### src/verilog/rtc_event_map.vh
// register offsets, field positions and reset values of the rtc event block
`ifndef RTC_EVENT_MAP_VH
`define RTC_EVENT_MAP_VH
`define EVENT_FLAG_REG_OFFSET   12'h00C
`define IRQ_WAKE_EN_REG_OFFSET  12'h010
`define DIVIDER_CTRL_OFFSET     12'h014
`define EVENT_FLAG_RESET        32'h0000_0000
`define IRQ_WAKE_EN_RESET       32'h0000_0000
`define DIVIDER_CTRL_RESET      4'h0
`define WRAP_FLAG_BIT           2
`define MATCH_FLAG_BIT          1
`define TICK_FLAG_BIT           0
`define WRAP_IRQ_BIT            2
`define MATCH_IRQ_BIT           1
`define TICK_IRQ_BIT            0
`define WRAP_WAKE_BIT           10
`define MATCH_WAKE_BIT          9
`define TICK_WAKE_BIT           8
`define DIVIDER_SEL_MSB         11
`define DIVIDER_SEL_LSB         8
`define COUNTER_ALL_ONES        32'hFFFF_FFFF
`define COUNTER_ZERO            32'h0000_0000
`endif

### src/verilog/tick_divider.v
// seconds tick divider: source clock divided by two to the select power
`timescale 1ns/1ps
`default_nettype none
module tick_divider (
	input  wire        clock,
	input  wire        srst,
	input  wire        sourceTick,
	input  wire        unitEnable,
	input  wire [3:0]  dividerSel,
	output reg         secondsTick_r
);
	reg  [14:0] divCount_r;
	wire [14:0] divMask;
	reg         srcPrev_r;
	wire        srcRise;

	// mask of the counter bits in use; select 0 passes source straight
	assign divMask = (15'h7FFF >> (4'hF - dividerSel));
	assign srcRise = sourceTick & ~srcPrev_r;

	always @(posedge clock) begin
		if (srst) begin
			divCount_r    <= 15'h0000;
			srcPrev_r     <= 1'b0;
			secondsTick_r <= 1'b0;
		end else begin
			srcPrev_r <= sourceTick;
			if (!unitEnable) begin
				divCount_r    <= 15'h0000;
				secondsTick_r <= 1'b0;
			end else if (dividerSel == 4'h0) begin
				secondsTick_r <= sourceTick;
			end else if (srcRise) begin
				// half period reached: toggle the divided clock
				if ((divCount_r & (divMask >> 1)) == (divMask >> 1)) begin
					divCount_r    <= 15'h0000;
					secondsTick_r <= ~secondsTick_r;
				end else begin
					divCount_r <= divCount_r + 15'h0001;
				end
			end
		end
	end
endmodule
`default_nettype wire

### src/verilog/rtc_event_flags_irq_wakeup.v
// rtc event flags, interrupt and wakeup enables with register port
//
// The strobed register port is this design's own decision.
`timescale 1ns/1ps
`default_nettype none
`include "rtc_event_map.vh"
// How it works
// - wrap flag set on all-ones to zero
// - reading flag register clears all flags except those set in the read cycle
// - match flag on tick fall, count equals compare
// - tick flag on every tick falling edge
// - flags cleared by reset or enable fall
// - enable register cleared only by reset
// - bit 10 lets wrap wake system
// - bit 9 lets match wake system
// - bit 8 lets tick wake system
// - bit 2 lets wrap interrupt
// - bit 1 lets match interrupt
// - bit 0 lets tick interrupt
// - tick clock is source over two-power
module rtc_event_flags_irq_wakeup (
	input  wire        clock,
	input  wire        srst,
	input  wire [11:0] regAddr,
	input  wire [31:0] regWdata,
	input  wire        regWrite,
	input  wire        regRead,
	output reg  [31:0] regRdata,
	input  wire [31:0] timeCounter,
	input  wire [31:0] timeCompareValue,
	input  wire        sourceTick,
	input  wire        clockUnitEnable,
	output reg         secondsTickClock,
	output reg         irqRequest,
	output reg         wakeRequest
);
	reg  [2:0]  eventFlag_r;
	reg  [2:0]  eventFlag_nxt;
	reg  [2:0]  irqEnable_r;
	reg  [2:0]  wakeEnable_r;
	reg  [3:0]  tickDividerSelect_r;
	reg  [31:0] counterPrev_r;
	reg         tickPrev_r;
	reg         unitEnablePrev_r;
	wire        secondsTick;
	wire        tickFall;
	wire        wrapEvent;
	wire        matchEvent;
	wire [2:0]  eventPulse;
	wire        flagRead;

	tick_divider divider (
		.clock         (clock),
		.srst          (srst),
		.sourceTick    (sourceTick),
		.unitEnable    (clockUnitEnable),
		.dividerSel    (tickDividerSelect_r),
		.secondsTick_r (secondsTick)
	);

	assign tickFall   = tickPrev_r & ~secondsTick;
	assign wrapEvent  = (counterPrev_r == `COUNTER_ALL_ONES) && (timeCounter == `COUNTER_ZERO);
	assign matchEvent = tickFall && (timeCounter == timeCompareValue);
	assign eventPulse = {wrapEvent, matchEvent, tickFall};
	assign flagRead   = regRead && (regAddr == `EVENT_FLAG_REG_OFFSET);

	// a new event in the read cycle survives: set wins over read clear
	always @* begin
		eventFlag_nxt = eventFlag_r;
		if (flagRead) begin
			eventFlag_nxt = 3'b000;
		end
		eventFlag_nxt = eventFlag_nxt | eventPulse;
		if (unitEnablePrev_r && !clockUnitEnable) begin
			eventFlag_nxt = 3'b000;
		end
	end

	always @(posedge clock) begin
		if (srst) begin
			eventFlag_r      <= 3'b000;
			counterPrev_r    <= `COUNTER_ZERO;
			tickPrev_r       <= 1'b0;
			unitEnablePrev_r <= 1'b0;
		end else begin
			eventFlag_r      <= eventFlag_nxt;
			counterPrev_r    <= timeCounter;
			tickPrev_r       <= secondsTick;
			unitEnablePrev_r <= clockUnitEnable;
		end
	end

	// enables survive unit disable; only the reset clears them
	always @(posedge clock) begin
		if (srst) begin
			irqEnable_r         <= 3'b000;
			wakeEnable_r        <= 3'b000;
			tickDividerSelect_r <= `DIVIDER_CTRL_RESET;
		end else if (regWrite) begin
			if (regAddr == `IRQ_WAKE_EN_REG_OFFSET) begin
				irqEnable_r  <= regWdata[`WRAP_IRQ_BIT:`TICK_IRQ_BIT];
				wakeEnable_r <= regWdata[`WRAP_WAKE_BIT:`TICK_WAKE_BIT];
			end
			if (regAddr == `DIVIDER_CTRL_OFFSET) begin
				tickDividerSelect_r <= regWdata[`DIVIDER_SEL_MSB:`DIVIDER_SEL_LSB];
			end
		end
	end

	always @(posedge clock) begin
		if (srst) begin
			regRdata         <= 32'h0000_0000;
			irqRequest       <= 1'b0;
			wakeRequest      <= 1'b0;
			secondsTickClock <= 1'b0;
		end else begin
			regRdata <= 32'h0000_0000;
			if (regRead) begin
				case (regAddr)
					`EVENT_FLAG_REG_OFFSET: begin
						regRdata <= {29'h0000_0000, eventFlag_r};
					end
					`IRQ_WAKE_EN_REG_OFFSET: begin
						regRdata <= {21'h00_0000, wakeEnable_r, 5'h00, irqEnable_r};
					end
					`DIVIDER_CTRL_OFFSET: begin
						regRdata <= {20'h0_0000, tickDividerSelect_r, 8'h00};
					end
					default: begin
						regRdata <= 32'h0000_0000;
					end
				endcase
			end
			// level irq follows flags, so a read drops it
			irqRequest  <= |(eventFlag_nxt & irqEnable_r);
			// wake is a one-cycle pulse in the cycle after each cycle with an enabled event
			wakeRequest      <= |(eventPulse & wakeEnable_r);
			secondsTickClock <= secondsTick;
		end
	end
endmodule
`default_nettype wire

### config.mk
export PLATFORM = sky130hd
export DESIGN_NAME = rtc_event_flags_irq_wakeup
export DESIGN_NICKNAME = d
export VERILOG_FILES = /design/src/verilog/tick_divider.v /design/src/verilog/rtc_event_flags_irq_wakeup.v
export VERILOG_INCLUDE_DIRS = /design/src /design/src/verilog
export SDC_FILE = /design/constraint.sdc
export NUM_CORES = 1
export LEC_CHECK = 0
export ABC_AREA = 1
export BUFFER_PORTS_ARGS = -buffer_cell sky130_fd_sc_hd__buf_2
export CORE_ASPECT_RATIO = 1.4
export CORE_MARGIN = 2
export CORE_UTILIZATION = 53
export DETAILED_ROUTE_END_ITERATION = 7
export HOLD_SLACK_MARGIN = 0.05
export PLACE_DENSITY = 0.91
export SLEW_MARGIN = 30
export SYNTH_ARGS = -nofsm -noshare
export SYNTH_HDL_FRONTEND = slang
export SYNTH_HIERARCHICAL = 1
export SYNTH_SLANG_ARGS = --single-unit
### constraint.sdc
create_clock -name clock -period 3.82 [get_ports clock]
set_input_delay 0.573 -clock clock [delete_from_list [all_inputs] [get_ports clock]]
set_output_delay 0.573 -clock clock [all_outputs]
set_load 0.01 [all_outputs]
Word level (Yosys, flattened, before mapping)

Index checks and enable logic that the tools add are counted.

Flip-flop bits (word level): 98
Bits in latches: 0
RAM bits: 0
ROM bits: 0
Input port bits: 114
Output and inout bits: 35
Logic and storage cells: 57
Memories: 0

Add/subtract/negate cells: 2
Multipliers: 0
Divide/modulo/power cells: 0
Order comparisons: 0
Equality and inequality tests: 6
Shift-type cells: 1
Mux-type cells: 7
Bitwise operators: 11
Reductions and logical operators: 17

Operators by type and width:

| kind                                                                 | count |
|---|---|
| 12-bit case mux with 3 select lines                                  | 1 |
| 32-bit == test                                                       | 1 |
| 32-bit == test (second input constant)                               | 1 |
| 32-bit zero test                                                     | 1 |
| 12-bit by 5-bit == test with 1-bit output (second input constant)    | 2 |
| 15-bit by 1-bit adder with 15-bit output (second input constant)     | 1 |
| 15-bit by 14-bit AND with 15-bit output                              | 1 |
| 15-bit by 14-bit == test with 1-bit output                           | 1 |
| 15-bit 2-to-1 mux                                                    | 1 |
| 15-bit by 4-bit >> shifter with 15-bit output (first input constant) | 1 |
| 12-bit by 4-bit == test with 1-bit output (second input constant)    | 1 |
| 2-bit AND reduction                                                  | 4 |
| 3-bit AND                                                            | 2 |
| 3-bit 2-to-1 mux                                                     | 2 |
| 3-bit OR reduction                                                   | 2 |
| 1-bit inverter                                                       | 5 |
| 1-bit logical AND                                                    | 4 |
| 4-bit zero test                                                      | 1 |
| 2-bit nonzero test                                                   | 2 |
| 2-bit OR reduction                                                   | 2 |
| 4-bit subtractor (first input constant)                              | 1 |
| 1-bit 2-to-1 mux                                                     | 3 |
| 3-bit OR                                                             | 1 |
| 1-bit AND                                                            | 2 |
| 1-bit zero test                                                      | 1 |

Depth between registers and ports, before layout

Depth in word-level cells: 7
Gate-level depth with buffers: 12
Depth with buffers taken out: 12

Modules after synthesis

The synthesis kept the hierarchy.

Modules (own cells, without submodules):

| module                     | times used | cells each | area each (µm²) | sequential area each (µm²) |
|---|---|---|---|---|
| rtc_event_flags_irq_wakeup | 1          | 423        | 2866.5          | 1121.1 |
| tick_divider               | 1          | 151        | 1032.2          | 320.3 |

Worst setup path after synthesis

OpenSTA, ideal clock, no wires.

Path kind: input to register
Start point: input sourceTick
End point: register divider.divCount_r[12]
Setup time: 118 ps
Data arrival time: 1444 ps
Required time: 3702 ps
Setup slack: 2257 ps
Stages: 7
Path buffers: 0
Path through: inv_1 nor2_1 nand2_4 nor3_1 nand2_1 xor2_1 nor2_4

Word-level cells in the longest chain between the ends: 2

RTL lines:

| element                       | RTL line                        | RTL |
|---|---|---|
| start, declared               | rtc_event_flags_irq_wakeup.v:31 | `input wire sourceTick,` |
| 1-bit AND                     | tick_divider.v:19               | `assign srcRise = sourceTick & ~srcPrev_r;` |
| 2-bit AND reduction (no line) | n/a                             |  |
| end signal, assigned          | tick_divider.v:39               | `divCount_r <= divCount_r + 15'h0001;` |
| end, declared                 | tick_divider.v:12               | `reg [14:0] divCount_r;` |

Every way passes these cells.
A chain may end at the register's enable or synchronous reset.

==> out/results.tsv <==
metric	value	unit
run_status	complete, no violations	
fin_crit	1.887	ns
slew_viol_final	0	
synth.avg_cell_area	6.792	um2
class_of_the_most_critical_setup_path	input pin to flip-flop	
vias_per_cell	4.757	
drc	0	
gpl.final_weighted_congestion	0.9279	
drtPass1Iterations	4	
fillCellCount	634	
path_clk_slew	0.08	ns
coreArea	0.007222	mm2
register_bit_total_from_synthesis	72	
synthCells	574	
ir_drop_worst_vdd	0.1910	mV
hold-worst-slack	0.4660	ns
ctsHoldBuffers	0	
synth.cell_area	0.003899	mm2
crit_path_start	srst	
cts.htree.levels	3	
reg2reg_to	divider/divCount_r[12]	
power.leakage	2.318	nW
cts_repair_resize_count	0	
cts-buffers-inserted	9	
globalRouteTotalUtil	0.2257	
grt_max_degree	39	
clock_path_buffers	2	
arrival	2.12	ns
worstRegToRegCells	7	
max_clock_freq	529.8	MHz
synth_compound_area_frac	0.06322	
cts_tree	built	
r2r_setup_slack	2.18	ns
chipWidth	76.49	um
power-per-cell-area	362.0	mW/mm2
r2r_start	tickDividerSelect_r[2]	
setup.worst_path.end_class	flip-flop	
power_switching_share	0.2274	
hold_path.class	input pin to flip-flop	
max-slew-margin-rel	0.5933	
transition_time_at_the_pin_with_the_least_slew_margin	0.6101	ns
timing.final.setup_violations	0	
areaGrowthSynthToFinish	18.26	%
yosys.area_share.xor_xnor	0.03819	
grt_pass1_vias	3564	
cts_root_buf	sky130_fd_sc_hd__clkbuf_8	
comb_power_share	0.103	
drt_total_wl	8646	um
grt_setup_unrepaired	false	
largest_family_of_logic_cells_by_synthesized_area	simple AND/OR/NAND/NOR gates	
critical_path_required	4.05	ns
wire_per_inst	11.13	um
route.antenna.remaining_nets	0	
period_share	0.4941	
fin_setup_tns	0	ns
worstSetupStartpointType	input pin	
pin_count	149	
drtIter0Drc	167	
clk_sink_count	72	
share_seq_of_total_power	0.465	
layout_commonest_cell	sky130_fd_sc_hd__nand2_1	
finClkSkew	0.007385	ns
worstPathMaxFanout	38	
endpoints_failing_hold	0	
globalRouteOverflowTotal	0	
die_height	105.5	um
critPathCapture	irqRequest	
floorplan.initialDensity	0.5398	
yosys_warnings	6	
highest_count_cells_in_the_layout_ignoring_fill_and_taps	sky130_fd_sc_hd__nand2_1 (137), sky130_fd_sc_hd__inv_1 (103), sky130_fd_sc_hd__buf_2 (98), sky130_fd_sc_hd__nor2_1 (79), sky130_fd_sc_hd__dfxtp_1 (72)	
place.detailed.hpwl	7066	um
placement_rows	37	
grt_pass1_wl	14720	um
dr_total_vias	3696	
fp.dieArea	0.008068	mm2
number_of_port_buffers	98	
yosys.area_share.simple	0.3633	
initial_antenna_violation_count	0	
power_spent_charging_and_discharging_nets	379.5	uW
muxShareOfSynthArea	0	
synth_adder_area_share	0.003209	
synthDistinctLibCells	37	
timing.max_cap.violations	0	
final_net_count	790	
ys_seq_area_frac	0.3697	
cts_post_setup_buffers_inserted	0	
cellInternalPower	1.290	mW
drive_gt1_frac	0.2279	
power.share.clock	0.432	
antenna-diode-count	0	
insertion_delay	0.34	ns
cells by family after synthesis:
| kind of cell | count (synthesis) |
|---|---|
| buf+inv | 137 |
| simple gates | 303 |
| other cells | 1 |
| xor+xnor | 17 |
| flops | 72 |
| fa+ha+maj | 1 |
| compound gates | 43 |
sequential cells by signal, indices dropped and copies added (netlist names):
register               flops
wakeEnable_r               3
eventFlag_r                3
divider/divCount_r        14
wakeRequest                1
irqRequest                 1
irqEnable_r                3
counterPrev_r             32
divider/srcPrev_r          1
regRdata                   7
tickDividerSelect_r        4
divider/secondsTick_r      1
secondsTickClock           1
unitEnablePrev_r           1
routing by layer:
| layer | wire (um) | global-route usage | share of wire |
|---|---|---|---|
| met1 | 3326 | 0.2329 | 0.38 |
| met2 | 4659 | 0.4355 | 0.54 |
| met3 | 439 | 0.05051 | 0.051 |
| met4 | 221 | 0.08701 | 0.026 |
| met5 | 0 | 0 | 0 |
power groups by stage:
stage          Combinational, mW  Sequential (mW)  Clock (mW)
5_1_grt                    0.194            0.778       0.767
3_5_place_dp               0.170            0.793           0
6_report                   0.171            0.776       0.721
4_1_cts                    0.171            0.776       0.732
2_1_floorplan              0.113            0.792           0
3_3_place_gp               0.164            0.792           0
area by class of cell:
cell class,count,area (um2),area share
multi-input combinational,389,1918,0.4160
timing repair buffer,98,490.5,0.1064
inverter,105,394.1,0.08548
tap,97,121.4,0.02632
clock inverter,5,103.9,0.02252
clock buffer,11,141.4,0.03066
sequential,72,1441,0.3126
stage by stage:
step	cell area, um2	instances	power, mW	util	setup WS [ns]
3_3_place_gp	4365	761	0.9560	0.6045	1.654
5_1_grt	4611	777	1.738	0.6384	1.719
4_1_cts	4611	777	1.680	0.6384	1.909
3_5_place_dp	4365	761	0.9636	0.6045	1.562
2_1_floorplan	3989	598	0.9049	-	2.257
6_report	4611	777	1.669	0.6384	1.933
synth_stat cells, drive strengths merged:
cell	instances	area, um2
nand2	144	573.0
inv	104	390.4
nor2	95	430.4
dfxtp	72	1441
nand3	32	192.7
buf	29	224.0
a21oi	23	137.6
nand4	19	118.9
o21ai	18	90.09
xnor2	11	96.34
nor3	6	40.04
xor2	6	52.55
clkbuf	3	11.26
or2	3	18.77
nor4	2	27.53
o21bai	2	18.77
and3	1	7.510
clkinv	1	3.750
conb	1	3.750
ha	1	12.51
nand3b	1	7.510
worst min-delay path by stage:
stage                      startpoint                     end  slack, ns  depth (start not counted)
6_report              clockUnitEnable        unitEnablePrev_r       0.47                          3
5_1_grt               clockUnitEnable        unitEnablePrev_r       0.46                          3
4_1_cts               timeCounter[25]       counterPrev_r[25]       0.45                          3
3_5_place_dp           eventFlag_r[1]             regRdata[1]       0.47                          2
3_3_place_gp          wakeEnable_r[0]         wakeEnable_r[0]       0.46                          2
2_1_floorplan  tickDividerSelect_r[2]  tickDividerSelect_r[2]       0.44                          2
critical path, stage by stage:
cell,delay (ns)
sky130_fd_sc_hd__buf_2,0.47
sky130_fd_sc_hd__inv_1,0.38
sky130_fd_sc_hd__o21ai_0,0.28
sky130_fd_sc_hd__inv_1,0.15
sky130_fd_sc_hd__nand3_1,0.11
sky130_fd_sc_hd__nand2_1,0.06
sky130_fd_sc_hd__clkinv_1,0.04
sky130_fd_sc_hd__nand2_1,0.04
(Power assumes the default switching activity.)
